## src/design/threshold_pkg.sv

```systemverilog
// constants, field layouts and carrier types for the field threshold comparator
// assumes a single system clock; no imports, every use is package-scoped
package threshold_pkg;

	// register indices; byte address is four times the index
	localparam logic [7:0] IDX_CAL = 8'h00;
	localparam logic [7:0] IDX_RAW = 8'h01;
	localparam logic [7:0] IDX_OUT_STATE = 8'h03;
	localparam logic [7:0] IDX_LOW = 8'h20;
	localparam logic [7:0] IDX_HIGH = 8'h21;
	localparam logic [7:0] IDX_MARGIN = 8'h22;
	localparam logic [7:0] IDX_INVERT = 8'h23;
	localparam logic [7:0] IDX_ZERO = 8'h24;
	localparam logic [7:0] IDX_MODE = 8'h30;
	localparam logic [7:0] IDX_IRQ_STATUS = 8'h31;
	localparam logic [7:0] IDX_IRQ_CLEAR = 8'h32;
	localparam logic [7:0] IDX_IRQ_ENABLE = 8'h33;

	// factory defaults; levels and margin in percent of full range
	localparam logic [7:0] LOW_RST = 8'h64;
	localparam logic [7:0] HIGH_RST = 8'h64;
	localparam logic [7:0] MARGIN_RST = 8'h0A;
	localparam logic [7:0] INVERT_RST = 8'h00;
	localparam logic [7:0] ZERO_RST = 8'h00;
	localparam logic [7:0] MODE_RST = 8'h00;

	// field positions and widths
	localparam int MODE_BIT_WINDOW = 0;
	localparam int IRQ_BIT_TRIP = 0;
	localparam int IRQ_BIT_RELEASE = 1;
	localparam int IRQ_BIT_SAMPLE = 2;
	localparam int IRQ_WIDTH = 3;
	localparam int SAMPLE_WIDTH = 10;

	typedef enum logic [1:0] {
		CMP_BELOW,
		CMP_INSIDE,
		CMP_ABOVE
	} cmp_state_t;

	typedef struct packed {
		logic [7:0] low;
		logic [7:0] high;
		logic [7:0] margin;
		logic window;
	} trip_cfg_t;

	typedef struct packed {
		logic valid;
		logic signed [SAMPLE_WIDTH-1:0] cal;
		logic signed [SAMPLE_WIDTH-1:0] raw;
	} sample_t;

	typedef struct packed {
		logic valid;
		logic [7:0] cal;
		logic [7:0] raw;
	} reading_t;

	// magnitude of a signed value, saturated to one byte
	function automatic logic [7:0] sat_mag(input logic signed [SAMPLE_WIDTH:0] v);
		logic [SAMPLE_WIDTH:0] m;
		m = v[SAMPLE_WIDTH] ? 11'(-v) : 11'(v);
		return (m > 11'h0FF) ? 8'hFF : m[7:0];
	endfunction

	// a minus b, floored at zero
	function automatic logic [7:0] sub_sat(input logic [7:0] a, input logic [7:0] b);
		return (a > b) ? 8'(a - b) : 8'h00;
	endfunction

endpackage

```

## src/design/reading_conditioner.sv

```systemverilog
// zero correction of the incoming compensated sample, magnitude of the compensated and raw samples
// assumes samples come from logic on the same clock, one valid pulse per sample
`timescale 1ns/1ps
module reading_conditioner (
	// clock and reset
	input wire logic clock,
	input wire logic reset,
	// sample in
	input threshold_pkg::sample_t sample,
	input wire logic [7:0] zero_corr,
	// conditioned reading out
	output threshold_pkg::reading_t reading
);

	typedef struct packed {
		threshold_pkg::reading_t rd;
	} cond_state_t;

	cond_state_t s_r;
	cond_state_t s_nxt;

	always_comb begin
		logic signed [threshold_pkg::SAMPLE_WIDTH:0] corr;
		corr = '0;
		s_nxt = s_r;
		s_nxt.rd.valid = sample.valid;
		if (sample.valid) begin
			// correction subtracted from the compensated value only
			corr = 11'(sample.cal) - 11'($signed(zero_corr));
			s_nxt.rd.cal = threshold_pkg::sat_mag(corr); // see RULE_13
			s_nxt.rd.raw = threshold_pkg::sat_mag(11'(sample.raw)); // see RULE_07
		end
	end

	always_ff @(posedge clock or posedge reset) begin
		if (reset) begin
			s_r <= '0;
		end else begin
			s_r <= s_nxt;
		end
	end

	assign reading = s_r.rd;

endmodule

```

## src/design/trip_comparator.sv

```systemverilog
// simple and window comparator with switch-back margin, stepped once per sample
// assumes configuration and magnitude come from the same clock domain
`timescale 1ns/1ps
module trip_comparator (
	// clock and reset
	input wire logic clock,
	input wire logic reset,
	// magnitude and settings
	input wire logic valid,
	input wire logic [7:0] mag,
	input threshold_pkg::trip_cfg_t cfg,
	// result
	output wire logic active,
	output wire logic trip,
	output wire logic release_ev
);

	typedef struct packed {
		threshold_pkg::cmp_state_t st;
		logic trip;
		logic rel;
	} cmp_reg_t;

	cmp_reg_t s_r;
	cmp_reg_t s_nxt;

	always_comb begin
		logic [7:0] low_back;
		logic [7:0] high_back;
		threshold_pkg::cmp_state_t nx;
		low_back = threshold_pkg::sub_sat(cfg.low, cfg.margin); // see RULE_04
		high_back = threshold_pkg::sub_sat(cfg.high, cfg.margin); // see RULE_14
		nx = s_r.st;
		s_nxt = s_r;
		s_nxt.trip = 1'b0;
		s_nxt.rel = 1'b0;
		if (valid) begin // see RULE_14
			unique case (s_r.st)
				threshold_pkg::CMP_BELOW: begin
					if (mag > cfg.low) begin // see RULE_01
						nx = (cfg.window && mag > cfg.high) ? threshold_pkg::CMP_ABOVE
							: threshold_pkg::CMP_INSIDE;
					end
				end
				threshold_pkg::CMP_INSIDE: begin
					// high level ignored in simple mode
					if (cfg.window && mag > cfg.high) begin // see RULE_02
						nx = threshold_pkg::CMP_ABOVE;
					end else if (mag <= low_back) begin // see RULE_04
						nx = threshold_pkg::CMP_BELOW;
					end
				end
				threshold_pkg::CMP_ABOVE: begin
					if (!cfg.window || mag <= low_back) begin
						nx = threshold_pkg::CMP_BELOW;
					end else if (mag <= high_back) begin // see RULE_14
						nx = threshold_pkg::CMP_INSIDE;
					end
				end
				default: nx = threshold_pkg::CMP_BELOW;
			endcase
			s_nxt.st = nx;
			s_nxt.trip = (nx == threshold_pkg::CMP_INSIDE) && (s_r.st != threshold_pkg::CMP_INSIDE);
			s_nxt.rel = (nx != threshold_pkg::CMP_INSIDE) && (s_r.st == threshold_pkg::CMP_INSIDE);
		end
	end

	always_ff @(posedge clock or posedge reset) begin
		if (reset) begin
			s_r <= '{st: threshold_pkg::CMP_BELOW, trip: 1'b0, rel: 1'b0};
		end else begin
			s_r <= s_nxt;
		end
	end

	assign active = (s_r.st == threshold_pkg::CMP_INSIDE);
	assign trip = s_r.trip;
	assign release_ev = s_r.rel;

endmodule

```

## src/design/field_threshold_comparator.sv

```systemverilog
// top of the field threshold comparator: avalon-mm parameter file,
// interrupt logic and the registered threshold output
// assumes samples arrive from on-chip logic on clock with a one-cycle valid
`timescale 1ns/1ps

// Contract
// RULE_01 - simple mode trips above low level
// RULE_02 - window releases above high; simple ignores high
// RULE_03 - mode selectable, simple is default
// RULE_04 - switch back at level minus margin
// RULE_05 - levels and margin in percent, host writable
// RULE_06 - default trip level is one hundred percent
// RULE_07 - compensated reading primary, raw separately readable
// RULE_08 - host writes zero correction with reading
// RULE_09 - host flags readings beyond linear range
// RULE_10 - low, high, margin at 0x20..0x22
// RULE_11 - nonzero polarity parameter inverts output
// RULE_12 - calibrated at 0, uncompensated at 1
// RULE_13 - readings are magnitudes, polarity independent
// RULE_14 - step per sample, margin on both levels
module field_threshold_comparator (
	// clock and reset
	input wire logic clock,
	input wire logic reset,
	// avalon-mm slave
	input wire logic [9:0] address,
	input wire logic read,
	input wire logic write,
	input wire logic [3:0] byteenable,
	input wire logic [31:0] writedata,
	output logic [31:0] readdata,
	output logic waitrequest,
	// sample input
	input threshold_pkg::sample_t sample,
	// outputs
	output logic threshold_out,
	output logic irq
);

	typedef struct packed {
		logic [7:0] low;
		logic [7:0] high;
		logic [7:0] margin;
		logic [7:0] invert;
		logic [7:0] zero;
		logic [7:0] mode;
		logic [threshold_pkg::IRQ_WIDTH-1:0] status;
		logic [threshold_pkg::IRQ_WIDTH-1:0] enable;
		logic dout;
		logic irq;
		logic wait_n;
		logic wait_req;
		logic [31:0] rdata;
	} top_state_t;

	localparam top_state_t TOP_RST = '{
		low: threshold_pkg::LOW_RST,
		high: threshold_pkg::HIGH_RST,
		margin: threshold_pkg::MARGIN_RST,
		invert: threshold_pkg::INVERT_RST,
		zero: threshold_pkg::ZERO_RST,
		mode: threshold_pkg::MODE_RST,
		status: '0,
		enable: '0,
		dout: 1'b0,
		irq: 1'b0,
		wait_n: 1'b0,
		wait_req: 1'b1,
		rdata: 32'h0000_0000
	};

	top_state_t s_r;
	top_state_t s_nxt;

	threshold_pkg::reading_t reading;
	threshold_pkg::trip_cfg_t cfg;
	logic cmp_active;
	logic cmp_trip;
	logic cmp_release;

	// settings steering the comparator
	always_comb begin
		cfg.low = s_r.low;
		cfg.high = s_r.high;
		cfg.margin = s_r.margin;
		cfg.window = s_r.mode[threshold_pkg::MODE_BIT_WINDOW]; // see RULE_03
	end

	reading_conditioner u_cond (
		.clock(clock),
		.reset(reset),
		.sample(sample),
		.zero_corr(s_r.zero), // see RULE_08
		.reading(reading)
	);

	trip_comparator u_cmp (
		.clock(clock),
		.reset(reset),
		.valid(reading.valid),
		.mag(reading.cal),
		.cfg(cfg),
		.active(cmp_active),
		.trip(cmp_trip),
		.release_ev(cmp_release)
	);

	// byte-wide read value of one parameter index
	function automatic logic [31:0] read_word(
		input logic [7:0] idx,
		input top_state_t st,
		input threshold_pkg::reading_t rd
	);
		logic [7:0] b;
		b = 8'h00;
		unique case (idx)
			threshold_pkg::IDX_CAL: b = rd.cal; // see RULE_12
			threshold_pkg::IDX_RAW: b = rd.raw; // see RULE_07
			threshold_pkg::IDX_OUT_STATE: b = {7'h00, st.dout};
			threshold_pkg::IDX_LOW: b = st.low; // see RULE_10
			threshold_pkg::IDX_HIGH: b = st.high;
			threshold_pkg::IDX_MARGIN: b = st.margin;
			threshold_pkg::IDX_INVERT: b = st.invert;
			threshold_pkg::IDX_ZERO: b = st.zero;
			threshold_pkg::IDX_MODE: b = st.mode;
			threshold_pkg::IDX_IRQ_STATUS: b = {5'h00, st.status};
			threshold_pkg::IDX_IRQ_ENABLE: b = {5'h00, st.enable};
			default: b = 8'h00;
		endcase
		return {24'h00_0000, b};
	endfunction

	always_comb begin
		logic [7:0] idx;
		logic wr_now;
		logic [threshold_pkg::IRQ_WIDTH-1:0] events;
		logic [threshold_pkg::IRQ_WIDTH-1:0] clr;
		idx = address[9:2];
		wr_now = write && s_r.wait_n && byteenable[0];
		events = '0;
		clr = '0;
		s_nxt = s_r;

		// one wait cycle, then the access completes
		if ((read || write) && !s_r.wait_n) begin
			s_nxt.wait_n = 1'b1;
			s_nxt.rdata = read ? read_word(idx, s_r, reading) : 32'h0000_0000;
		end else begin
			s_nxt.wait_n = 1'b0;
		end
		// registered copy so the pin comes straight from a flop
		s_nxt.wait_req = !s_nxt.wait_n;

		// write lands at the edge where waitrequest is low
		if (wr_now) begin
			unique case (idx)
				threshold_pkg::IDX_LOW: s_nxt.low = writedata[7:0]; // see RULE_05
				threshold_pkg::IDX_HIGH: s_nxt.high = writedata[7:0]; // see RULE_05
				threshold_pkg::IDX_MARGIN: s_nxt.margin = writedata[7:0]; // see RULE_05
				threshold_pkg::IDX_INVERT: s_nxt.invert = writedata[7:0];
				threshold_pkg::IDX_ZERO: s_nxt.zero = writedata[7:0];
				threshold_pkg::IDX_MODE: s_nxt.mode = writedata[7:0];
				threshold_pkg::IDX_IRQ_CLEAR: clr = writedata[threshold_pkg::IRQ_WIDTH-1:0];
				threshold_pkg::IDX_IRQ_ENABLE: s_nxt.enable = writedata[threshold_pkg::IRQ_WIDTH-1:0];
				default: s_nxt.mode = s_r.mode;
			endcase
		end

		// sticky events; a set in the clearing cycle survives
		events[threshold_pkg::IRQ_BIT_TRIP] = cmp_trip;
		events[threshold_pkg::IRQ_BIT_RELEASE] = cmp_release;
		events[threshold_pkg::IRQ_BIT_SAMPLE] = reading.valid;
		s_nxt.status = (s_r.status & ~clr) | events;
		s_nxt.irq = |(s_nxt.status & s_nxt.enable);

		s_nxt.dout = cmp_active ^ (s_r.invert != 8'h00); // see RULE_11
	end

	always_ff @(posedge clock or posedge reset) begin
		if (reset) begin
			s_r <= TOP_RST; // see RULE_06
		end else begin
			s_r <= s_nxt;
		end
	end

	assign readdata = s_r.rdata;
	assign waitrequest = s_r.wait_req;
	assign threshold_out = s_r.dout;
	assign irq = s_r.irq;

endmodule

```

## config.mk

```make
export PLATFORM = sky130hd
export DESIGN_NAME = field_threshold_comparator
export DESIGN_NICKNAME = d
export VERILOG_FILES = /design/src/design/threshold_pkg.sv /design/src/design/reading_conditioner.sv /design/src/design/trip_comparator.sv /design/src/design/field_threshold_comparator.sv
export SDC_FILE = /design/constraint.sdc
export NUM_CORES = 1
export LEC_CHECK = 0
export BUFFER_PORTS_ARGS = -buffer_cell sky130_fd_sc_hd__buf_2
export CAP_MARGIN = 20
export CORE_UTILIZATION = 63
export DETAILED_ROUTE_END_ITERATION = 10
export GPL_ROUTABILITY_DRIVEN = 0
export PLACE_DENSITY = 0.87
export SETUP_SLACK_MARGIN = 0.15
export SLEW_MARGIN = 20
export SYNTH_ARGS = -nofsm -noshare
export SYNTH_HDL_FRONTEND = slang
export SYNTH_HIERARCHICAL = 1
export SYNTH_SLANG_ARGS = --single-unit
```

## constraint.sdc

```tcl
create_clock -name clock -period 8.65 [get_ports clock]
set_input_delay 0.4325 -clock clock [delete_from_list [all_inputs] [get_ports clock]]
set_output_delay 0.4325 -clock clock [all_outputs]
set_load 0.01 [all_outputs]
```

# Word-level counts from Yosys, hierarchy flattened
# Index checks and enable logic that the tools add are counted.
dict set report word_totals {
  output_inout_bits 35
  wordCells 96
  in_bits 71
  register_bits 111
}
dict set report op_classes {
  n_bitwise 5
  magnitude_cmp 8
  mux 22
  n_eq_ne 16
  reduce_logical 21
  n_addsub 5
}
# op count
set op_table {}
lappend op_table {{$pmux W8 S11} 1}
lappend op_table {{$eq A8 B6 Y1 const B} 9}
lappend op_table {{$mux W8} 5}
lappend op_table {{$gt A8 B8 Y1} 4}
lappend op_table {{$gt A11 B8 Y1 const B} 2}
lappend op_table {{$mux W11} 2}
lappend op_table {{$le A8 B8 Y1} 2}
lappend op_table {{$mux W2} 8}
lappend op_table {{$sub A8 B8 Y8} 2}
lappend op_table {{$mux W3} 4}
lappend op_table {{$reduce_and A2 Y1} 6}
lappend op_table {{$neg A10 Y11} 1}
lappend op_table {{$neg A11 Y11} 1}
lappend op_table {{$sub A10 B8 Y11} 1}
lappend op_table {{$eq A8 B1 Y1 const B} 1}
lappend op_table {{$eq A8 B2 Y1 const B} 1}
lappend op_table {{$logic_not A8 Y1} 1}
lappend op_table {{$reduce_bool A8 Y1} 1}
lappend op_table {{$and A3 B3 Y3} 2}
lappend op_table {{$logic_and A1 B1 Y1} 6}
lappend op_table {{$pmux W2 S3} 1}
lappend op_table {{$eq A2 B1 Y1 const B} 2}
lappend op_table {{$ne A2 B1 Y1 const B} 2}
lappend op_table {{$logic_not A1 Y1} 3}
lappend op_table {{other kinds (8)} 9}

# Logic depth before layout (Yosys ltp)
# Gate-level depths: netlist of the first run.
dict set report logic_depth {
  ltp_word 10
  depth_mapped 16
  ltp_nobuf 16
}

# Modules after synthesis
# Netlist of the first run, hierarchy kept.
# mod n_inst cells_each area_per_inst_um2 seq_area_each_um2
set by_module_without_submodules {}
lappend by_module_without_submodules {field_threshold_comparator 1 307 3562.2 1662.8}
lappend by_module_without_submodules {trip_comparator 1 223 1696.6 100.1}
lappend by_module_without_submodules {reading_conditioner 1 201 1659.1 425.4}

# Least setup slack after synthesis of the first run
# No wires, ideal clock.
dict set report synth_path {
  path_kind {reg-to-reg}
  startpoint {register s_r (netlist bit cfg[1])}
  endpoint {register u_cmp.s_r (netlist bit u_cmp/release_ev)}
  synth_period_minus_slack_ns 3.332
  setup_time_ns 0.120
  stages_incl_launch_ff 15
  arrival_ns 3.212
  required_ns 8.530
  path_slack_ns 5.318
  n_path_buf 0
  cell_sequence {dfrtp_1 -> ha_1 -> fa_1 -> nor2b_1 -> o21ai_1 -> a21oi_2 -> o221ai_1 -> a21oi_2 -> nand2_1 -> ha_1 -> nand4_2 -> nand2b_4 -> o22a_1 -> or3b_4 -> and4_1}
}
# element line
set synth_lines {}
lappend synth_lines {{start, declared} field_threshold_comparator.sv:72} ;# top_state_t s_r;
lappend synth_lines {{start signal, assigned} field_threshold_comparator.sv:183} ;# s_r <= s_nxt;
lappend synth_lines {{end signal, assigned} trip_comparator.sv:70} ;# s_r <= '{st: threshold_pkg::CMP_BELOW, trip: 1'b0, rel: 1'b0};
lappend synth_lines {{end signal, assigned} trip_comparator.sv:72} ;# s_r <= s_nxt;
lappend synth_lines {{end, declared} trip_comparator.sv:24} ;# cmp_reg_t s_r;

==> results.py, run 1 <==
metrics = {
    "timing": {
        "hold_viol": 0,
        "period_share": 0.459,
        "fin_tns_setup_ns": 0,
        "skew_ns": 0.0220,
        "setup_viol": 0,
        "worst_pin_slew_ns": 0.912,
        "slew_viol_final": 0,
        "fmax_mhz": 252,
        "max-slew-margin-rel": 0.392,
        "fin_crit_ns": 3.97,
        "fin_ws_ns": 4.68,
        "rsz0062_at_grt": "false",
    },
    "yosys": {
        "synthTopCellsByArea": "dfrtp_1 (28%), ha_1 (11%), mux2_2 (9.4%)",
        "synthArstFlopShare": 1.00,
        "synth_top_area_frac": 0.282,
        "synth_top_flop_cell": "dfrtp_1",
        "synthCells": 731,
        "ys.warnings.count": 6,
        "synth_edf_count": 0,
        "avgSynthCellArea_sq_um": 9.46,
        "synth_largest_area_cell": "dfrtp_1",
        "ys_types": 93,
        "yosysSeqAreaShare": 0.316,
        "synth_seq_cells": 87,
        "synth_commonest_cells": "dfrtp_1 (78), ha_1 (60), mux2_2 (58), inv_1 (51)",
        "syn_area_sq_mm": 0.00692,
        "synthMostInstantiatedCell": "dfrtp_1",
    },
    "layout": {
        "layout-drive-gt1-share": 0.232,
        "insertedDiodeCount": 0,
        "fill_cells": 779,
        "multi_input_area_sq_mm": 0.00426,
        "syn2layout_area_growth_pct": 5.48,
        "nNetsFinal": 899,
        "seq_area_sq_mm": 0.00219,
    },
    "die": {
        "core_area_sq_mm": 0.0105,
        "rows": 37,
        "die-area_sq_mm": 0.0114,
        "design.portCount": 106,
        "start_util": 0.661,
        "die_height_um": 107,
        "die_width_um": 107,
    },
    "cts": {
        "cts_htree_levels": 3,
        "cts.sinks": 87,
        "post-cts-setup-buffer-count": 0,
        "cts_tree": "yes",
        "postCtsHoldBufs": 1,
        "insertion_delay_ns": 0.38,
        "post_cts_resized": 0,
        "tritoncts.num_buffers": 9,
        "clk_root_buffer_cell": "clkbuf_8",
        "clock_path_buffers": 2,
        "clk_pin_slew_ns": 0.10,
    },
    "worst_setup_path": {
        "r2r_slack_ns": 4.68,
        "reg2reg_to": "u_cmp/release_ev$_DFF_PP0_",
        "critPathKind": "register to register",
        "critPathCaptureType": "register",
        "crit_path_frequent_cell": "o21ai_0",
        "cp_slowest_cell": "dfstp_2",
        "start_kind": "register",
        "cp_num_buf_inv": 1,
        "rr_startpoint": "cfg[2]$_DFFE_PP1P_",
        "timing.critical_path.slowest_cell_delay_ns": 0.62,
        "crit_required_ns": 8.90,
        "rr_worst_depth": 14,
        "critPathMaxFanout": 5,
        "cp_cell_sequence": "inv_1 -> ha_1 -> nor2b_1 -> o21ai_0 -> a21oi_1 -> o41ai_1 -> xnor2_1 -> nand2_1 -> ha_1 -> a21oi_1 -> o21ai_0 -> o21ai_0 -> or3b_4 -> and4_1",
        "arrival_ns": 4.22,
        "crit_family": "compound AO/OA/AOI/OAI gates",
    },
    "global_route": {
        "grt_first_pass_wirelength_um": 28700,
        "grt_overflow": 0,
        "grt_pass1_vias": 5681,
        "grt_max_degree": 67,
        "grt_antenna_before_repair": 0,
        "grt_use_total": 0.330,
    },
    "routing": {
        "ant_nets": 0,
        "firstDrtPassIters": 6,
        "dr.first_iter.drc_count": 630,
        "wl_per_cell_um": 20.2,
        "vias": 5895,
        "vias_per_cell": 6.51,
        "wl_um": 18300,
        "drc": 0,
    },
    "min_path": {
        "min-delay-start": "sample[0]",
        "min_delay_path_depth": 3,
        "min_to": "u_cond/reading[0]$_DFFE_PP0P_",
        "hold_path_class": "input pin to register",
    },
    "power_and_ir_drop": {
        "internal_power_w": 0.000665,
        "peakVddDrop_v": 0.0000884,
        "switchingPower_w": 0.000327,
        "p_seq_frac": 0.462,
        "p_comb_frac": 0.230,
        "swShare": 0.329,
        "power_density_mw_per_mm2": 136,
        "p_leak_nw": 3.26,
        "p_clk_frac": 0.308,
    },
    "placed_design": {
        "dp_worst_setup_slack_ns": 4.87,
        "place_hpwl_um": 13500,
        "port_buffers": 52,
    },
    "run": {
        "drv_cap": 0,
    },
    "outcome": {
        "outcome": "finished clean",
    },
}
## how the worst max path moves through the flow
stage / startpoint / endpoint / slack (ns) / depth (start not counted)
2_1_floorplan: cfg[1]$_DFFE_PP0P_ / u_cmp/release_ev$_DFF_PP0_ / 5.32 / 14
3_3_place_gp: cfg[1]$_DFFE_PP0P_ / u_cmp/release_ev$_DFF_PP0_ / 5.01 / 15
3_5_place_dp: cfg[2]$_DFFE_PP1P_ / u_cmp/release_ev$_DFF_PP0_ / 4.87 / 14
4_1_cts: cfg[1]$_DFFE_PP0P_ / u_cmp/release_ev$_DFF_PP0_ / 4.81 / 15
5_1_grt: cfg[1]$_DFFE_PP0P_ / u_cmp/release_ev$_DFF_PP0_ / 4.53 / 15
6_report: cfg[2]$_DFFE_PP1P_ / u_cmp/release_ev$_DFF_PP0_ / 4.68 / 14
## through the flow
stage	area, sq um	std cells	power (W)	utilization	hold WS (ns)
floorplan	7000	754	0.000623	-	0.199
global placement	7070	889	0.000669	0.676	0.341
detailed placement	7070	889	0.000684	0.676	0.353
CTS	7300	906	0.000986	0.697	0.337
global route	7300	906	0.00103	0.697	0.352
finish	7300	906	0.000991	0.697	0.346
## logic make-up (layout without fill, tap and decap cells)
kind of cell             Yosys count  in the layout  share of synthesized area
AND/OR/NAND/NOR                  221            221                      0.178
AO/OA/AOI/OAI                    163            163                      0.165
buffers and inverters            105            121                     0.0808
flip-flops                        87             87                      0.316
multiplexers                      68             68                      0.114
adder cells (fa/ha/maj)           63             63                      0.117
XOR/XNOR                          23             23                     0.0291
other                              1             24                   0.000542
## power groups by stage
stage / logic, W / registers, W / clock network, W
finish: 0.000228 / 0.000458 / 0.000305
global route: 0.000251 / 0.000459 / 0.000323
CTS: 0.000223 / 0.000456 / 0.000307
detailed placement: 0.000220 / 0.000463 / 0
global placement: 0.000207 / 0.000463 / 0
floorplan: 0.000174 / 0.000449 / 0
## placed cells by master (no fill, tap or decap), types with 4 or more instances in the layout
master / n
nand2_1: 48
o22ai_1: 6
inv_1: 50
xnor2_1: 11
nand3_1: 19
o22a_1: 4
dfstp_2: 9
o21a_1: 6
nor4_1: 6
a2bb2oi_1: 4
dfrtp_1: 78
or3_1: 6
buf_2: 52
xor2_1: 12
nor2b_1: 14
a2111oi_0: 4
o31ai_1: 4
nand2b_1: 7
a21oi_1: 31
ha_1: 60
clkbuf_8: 10
nor2_1: 48
a22oi_1: 9
a21o_1: 7
o21ai_1: 9
conb_1: 24
mux2_2: 58
mux2i_1: 6
or2_2: 6
o221ai_1: 4
nand2_2: 4
nand3b_1: 5
o21ai_0: 32
a222oi_1: 5
and2_1: 4
nor3_1: 14
nand4_1: 11
a211oi_1: 4
## area by class of cell
cell class                 count  area share
multi-input combinational    562       0.583
sequential                    87       0.300
timing repair buffer          54      0.0381
tap                          136      0.0233
clock inverter                 6      0.0103
clock buffer                  10      0.0189
inverter                      51      0.0262
## state kept, by name, indices dropped and copies added, names as in the netlist
| signal | flops |
|---|---|
| u_cmp/s_r | 2 |
| cfg | 25 |
| u_cmp/trip | 1 |
| readdata | 8 |
| waitrequest | 1 |
| s_r | 30 |
| u_cmp/release_ev | 1 |
| threshold_out | 1 |
| irq | 1 |
| u_cond/reading | 17 |
## layer usage
metal | global-route usage | wire length [um] | part of all wire
met5 | 0 | 0 | 0
met1 | 0.418 | 7300 | 0.40
met4 | 0.174 | 831 | 0.045
met3 | 0.0541 | 1430 | 0.078
met2 | 0.541 | 8710 | 0.48
## worst reg2reg max path, delay by kind of cell, from the launching register on
family	cells	cell delay [ns]
AOI/OAI and AO/OA	6	1.40
buffers and inverters	1	0.10
DFF	1	0.62
xor gates and xnor gates	1	0.18
and+or+nand+nor	4	0.89
adders and majority gates	2	0.67
Power figures use the tool's default switching activity.
==> run 2, diff against run 1 <==
ABC_AREA = 1   (was not set)
CORE_UTILIZATION = 59   (was 63)
PLACE_DENSITY = 0.82   (was 0.87)
clock period = 4.11 ns   (was 8.65 ns; I/O delays follow)
==> results.py, run 2 <==
metrics = {
    "layout": {
        "largest_register_ffs": 30,
        "regMostFlops": "s_r",
        "final_cell_mix": "nand2_1 (333), inv_1 (134), nand3_1 (89)",
        "insertedDiodeCount": 0,
        "syn2layout_area_growth_pct": 7.58,
        "nNetsFinal": 1226,
        "finish.utilization": 0.653,
        "fill_cells": 1088,
        "layout-drive-gt1-share": 0.142,
        "final_common_cell": "nand2_1",
    },
    "worst_setup_path": {
        "critPathCaptureType": "register",
        "crit_family": "simple AND/OR/NAND/NOR gates",
        "crit_start": "cfg[1]$_DFFE_PP0P_",
        "critPathMaxFanout": 7,
        "start_kind": "register",
        "cp_slowest_cell": "dfrtp_1",
        "r2r_slack_ns": 1.04,
        "arrival_ns": 3.37,
        "rr_startpoint": "cfg[1]$_DFFE_PP0P_",
        "endpoint": "u_cmp/s_r[2]$_DFFE_PP0P_",
        "rr_worst_depth": 19,
        "critPathKind": "register to register",
        "reg2reg_to": "u_cmp/s_r[2]$_DFFE_PP0P_",
        "cp_cell_sequence": "ha_1 -> fa_1 -> o21ai_2 -> nand2_1 -> o211ai_2 -> nand2_2 -> a21oi_1 -> o21ai_1 -> ha_1 -> nand2_1 -> nor2_1 -> nand2_1 -> nand2_1 -> nand2_1 -> nor2_1 -> nand2_1 -> nand2_1 -> nand2_1 -> nand2_1",
        "crit_path_frequent_cell": "nand2_1",
        "cp_num_buf_inv": 0,
        "crit_cells": 19,
        "timing.critical_path.slowest_cell_delay_ns": 0.45,
        "crit_required_ns": 4.40,
    },
    "yosys": {
        "yosysSeqAreaShare": 0.299,
        "syn_area_sq_mm": 0.00732,
        "synthCells": 1050,
        "synthTopCellsByArea": "dfrtp_1 (27%), nand2_1 (17%), ha_1 (10%)",
        "synth_top_area_frac": 0.267,
        "synthMostInstantiatedCell": "nand2_1",
        "ys_types": 45,
        "ys.warnings.count": 6,
        "synthArstFlopShare": 1.00,
        "synth_commonest_cells": "nand2_1 (333), inv_1 (135), nand3_1 (89), dfrtp_1 (78), nor2_1 (66)",
        "synth_edf_count": 0,
        "synth_seq_cells": 87,
        "avgSynthCellArea_sq_um": 6.97,
        "synth_top_flop_cell": "dfrtp_1",
        "synth_largest_area_cell": "dfrtp_1",
    },
    "timing": {
        "hold_viol": 0,
        "fin_crit_ns": 3.07,
        "period_share": 0.748,
        "worst_pin_slew_ns": 0.824,
        "fmax_mhz": 325,
        "slew_viol_final": 0,
        "max-slew-margin-rel": 0.450,
        "fin_tns_setup_ns": 0,
        "skew_ns": 0.0127,
        "setup_viol": 0,
        "rsz0062_at_grt": "false",
    },
    "global_route": {
        "grt_pass1_vias": 5979,
        "grt_use_total": 0.296,
        "grt_max_degree": 35,
        "grt_antenna_before_repair": 0,
        "grt_first_pass_wirelength_um": 29600,
        "grt_overflow": 0,
    },
    "power_and_ir_drop": {
        "p_leak_nw": 4.10,
        "power_density_mw_per_mm2": 298,
        "peakVddDrop_v": 0.000236,
    },
    "outcome": {
        "outcome": "finished clean",
    },
    "cts": {
        "cts_htree_levels": 3,
        "cts.sinks": 87,
        "clk_pin_slew_ns": 0.07,
        "insertion_delay_ns": 0.35,
        "clk_root_buffer_cell": "clkbuf_16",
        "post-cts-setup-buffer-count": 0,
        "clock_path_buffers": 2,
        "cts_tree": "yes",
        "post_cts_resized": 0,
        "tritoncts.num_buffers": 9,
    },
    "die": {
        "die_height_um": 113,
        "die_width_um": 113,
        "core_area_sq_mm": 0.0121,
        "start_util": 0.607,
        "rows": 40,
        "design.portCount": 106,
        "die-area_sq_mm": 0.0129,
    },
    "routing": {
        "wl_um": 18200,
        "wl_per_cell_um": 14.4,
        "vias_per_cell": 5.34,
        "firstDrtPassIters": 5,
        "dr.first_iter.drc_count": 524,
        "ant_nets": 0,
        "drc": 0,
        "vias": 6749,
    },
    "placed_design": {
        "place_hpwl_um": 13900,
        "port_buffers": 52,
    },
    "min_path": {
        "hold_path_class": "input pin to register",
        "min-delay-start": "write",
    },
    "run": {
        "drv_cap": 0,
    },
}
==> run 2: cell families (layout without fill, tap and decap cells) <==
| family | after synthesis | count (layout) | synth area share |
|---|---|---|---|
| simple gates | 564 | 564 | 0.351 |
| flops | 87 | 87 | 0.299 |
| fa+ha+maj | 63 | 63 | 0.111 |
| compound gates | 136 | 136 | 0.104 |
| xor+xnor | 10 | 10 | 0.0120 |
| other cells | 1 | 24 | 0.000513 |
| buf+inv | 189 | 213 | 0.122 |
==> run 2: report_power, final <==
group	total [W]	internal, W	switching, W
Clock	0.000924	0.000571	0.000353
Combinational	0.000476	0.000165	0.000310
Sequential	0.000942	0.000896	0.0000456
Total	0.00234	0.00163	0.000709
==> run 2: final cells by class <==
class / instances / area [sq um] / share of cell area
Multi-Input combinational cell: 797 / 4320 / 0.549
Sequential cell: 87 / 2190 / 0.278
Inverter: 143 / 537 / 0.0682
Timing Repair Buffer: 54 / 278 / 0.0353
Clock buffer: 11 / 253 / 0.0321
Tap cell: 168 / 210 / 0.0267
Clock inverter: 5 / 86.3 / 0.0110
==> run 2: repair_timing <==
item	4_1_cts	5_1_grt
hold buffers	1	0
endpoints found under the hold margin	4	0
endpoints found under the setup margin	0	0
==> run 2: worst register-to-register path: stages, from the launching register on <==
cell	delay, ns
dfrtp_1	0.45
ha_1	0.26
fa_1	0.42
o21ai_2	0.21
nand2_1	0.08
o211ai_2	0.08
nand2_2	0.13
a21oi_1	0.13
o21ai_1	0.08
ha_1	0.29
nand2_1	0.07
nor2_1	0.16
nand2_1	0.07
nand2_1	0.07
nand2_1	0.10
nor2_1	0.14
nand2_1	0.09
nand2_1	0.09
nand2_1	0.05
nand2_1	0.05
==> run 2: metal layers <==
metal | vias to the layer above | share of wire | global-route usage
met3 | 41 | 0.061 | 0.0461
met5 | - | 0 | 0
li1 | 3386 | - | -
met1 | 3098 | 0.44 | 0.394
met2 | 224 | 0.47 | 0.485
met4 | 0 | 0.027 | 0.116
==> run 2: worst min-delay path by stage <==
stage	slack, ns	to	cells past startpoint
3_5_place_dp	0.14	u_cmp/s_r[3]$_DFFE_PP0P_	2
6_report	0.11	waitrequest$_DFF_PP1_	2
5_1_grt	0.13	u_cond/reading[0]$_DFFE_PP0P_	3
3_3_place_gp	0.14	u_cmp/s_r[3]$_DFFE_PP0P_	2
2_1_floorplan	-0.03	u_cmp/release_ev$_DFF_PP0_	1
4_1_cts	0.11	waitrequest$_DFF_PP1_	2
==> run 2: stage by stage <==
step / hold WS [ns] / total power, W / instance area (sq um) / worst slack, ns / cells
detailed placement: 0.140 / 0.00143 / 7520 / 1.07 / 1248
CTS: 0.110 / 0.00234 / 7870 / 1.04 / 1265
finish: 0.113 / 0.00234 / 7870 / 1.04 / 1265
global route: 0.125 / 0.00245 / 7870 / 0.820 / 1265
global placement: 0.136 / 0.00141 / 7520 / 1.09 / 1248
floorplan: -0.0284 / 0.00131 / 7400 / 1.43 / 1073
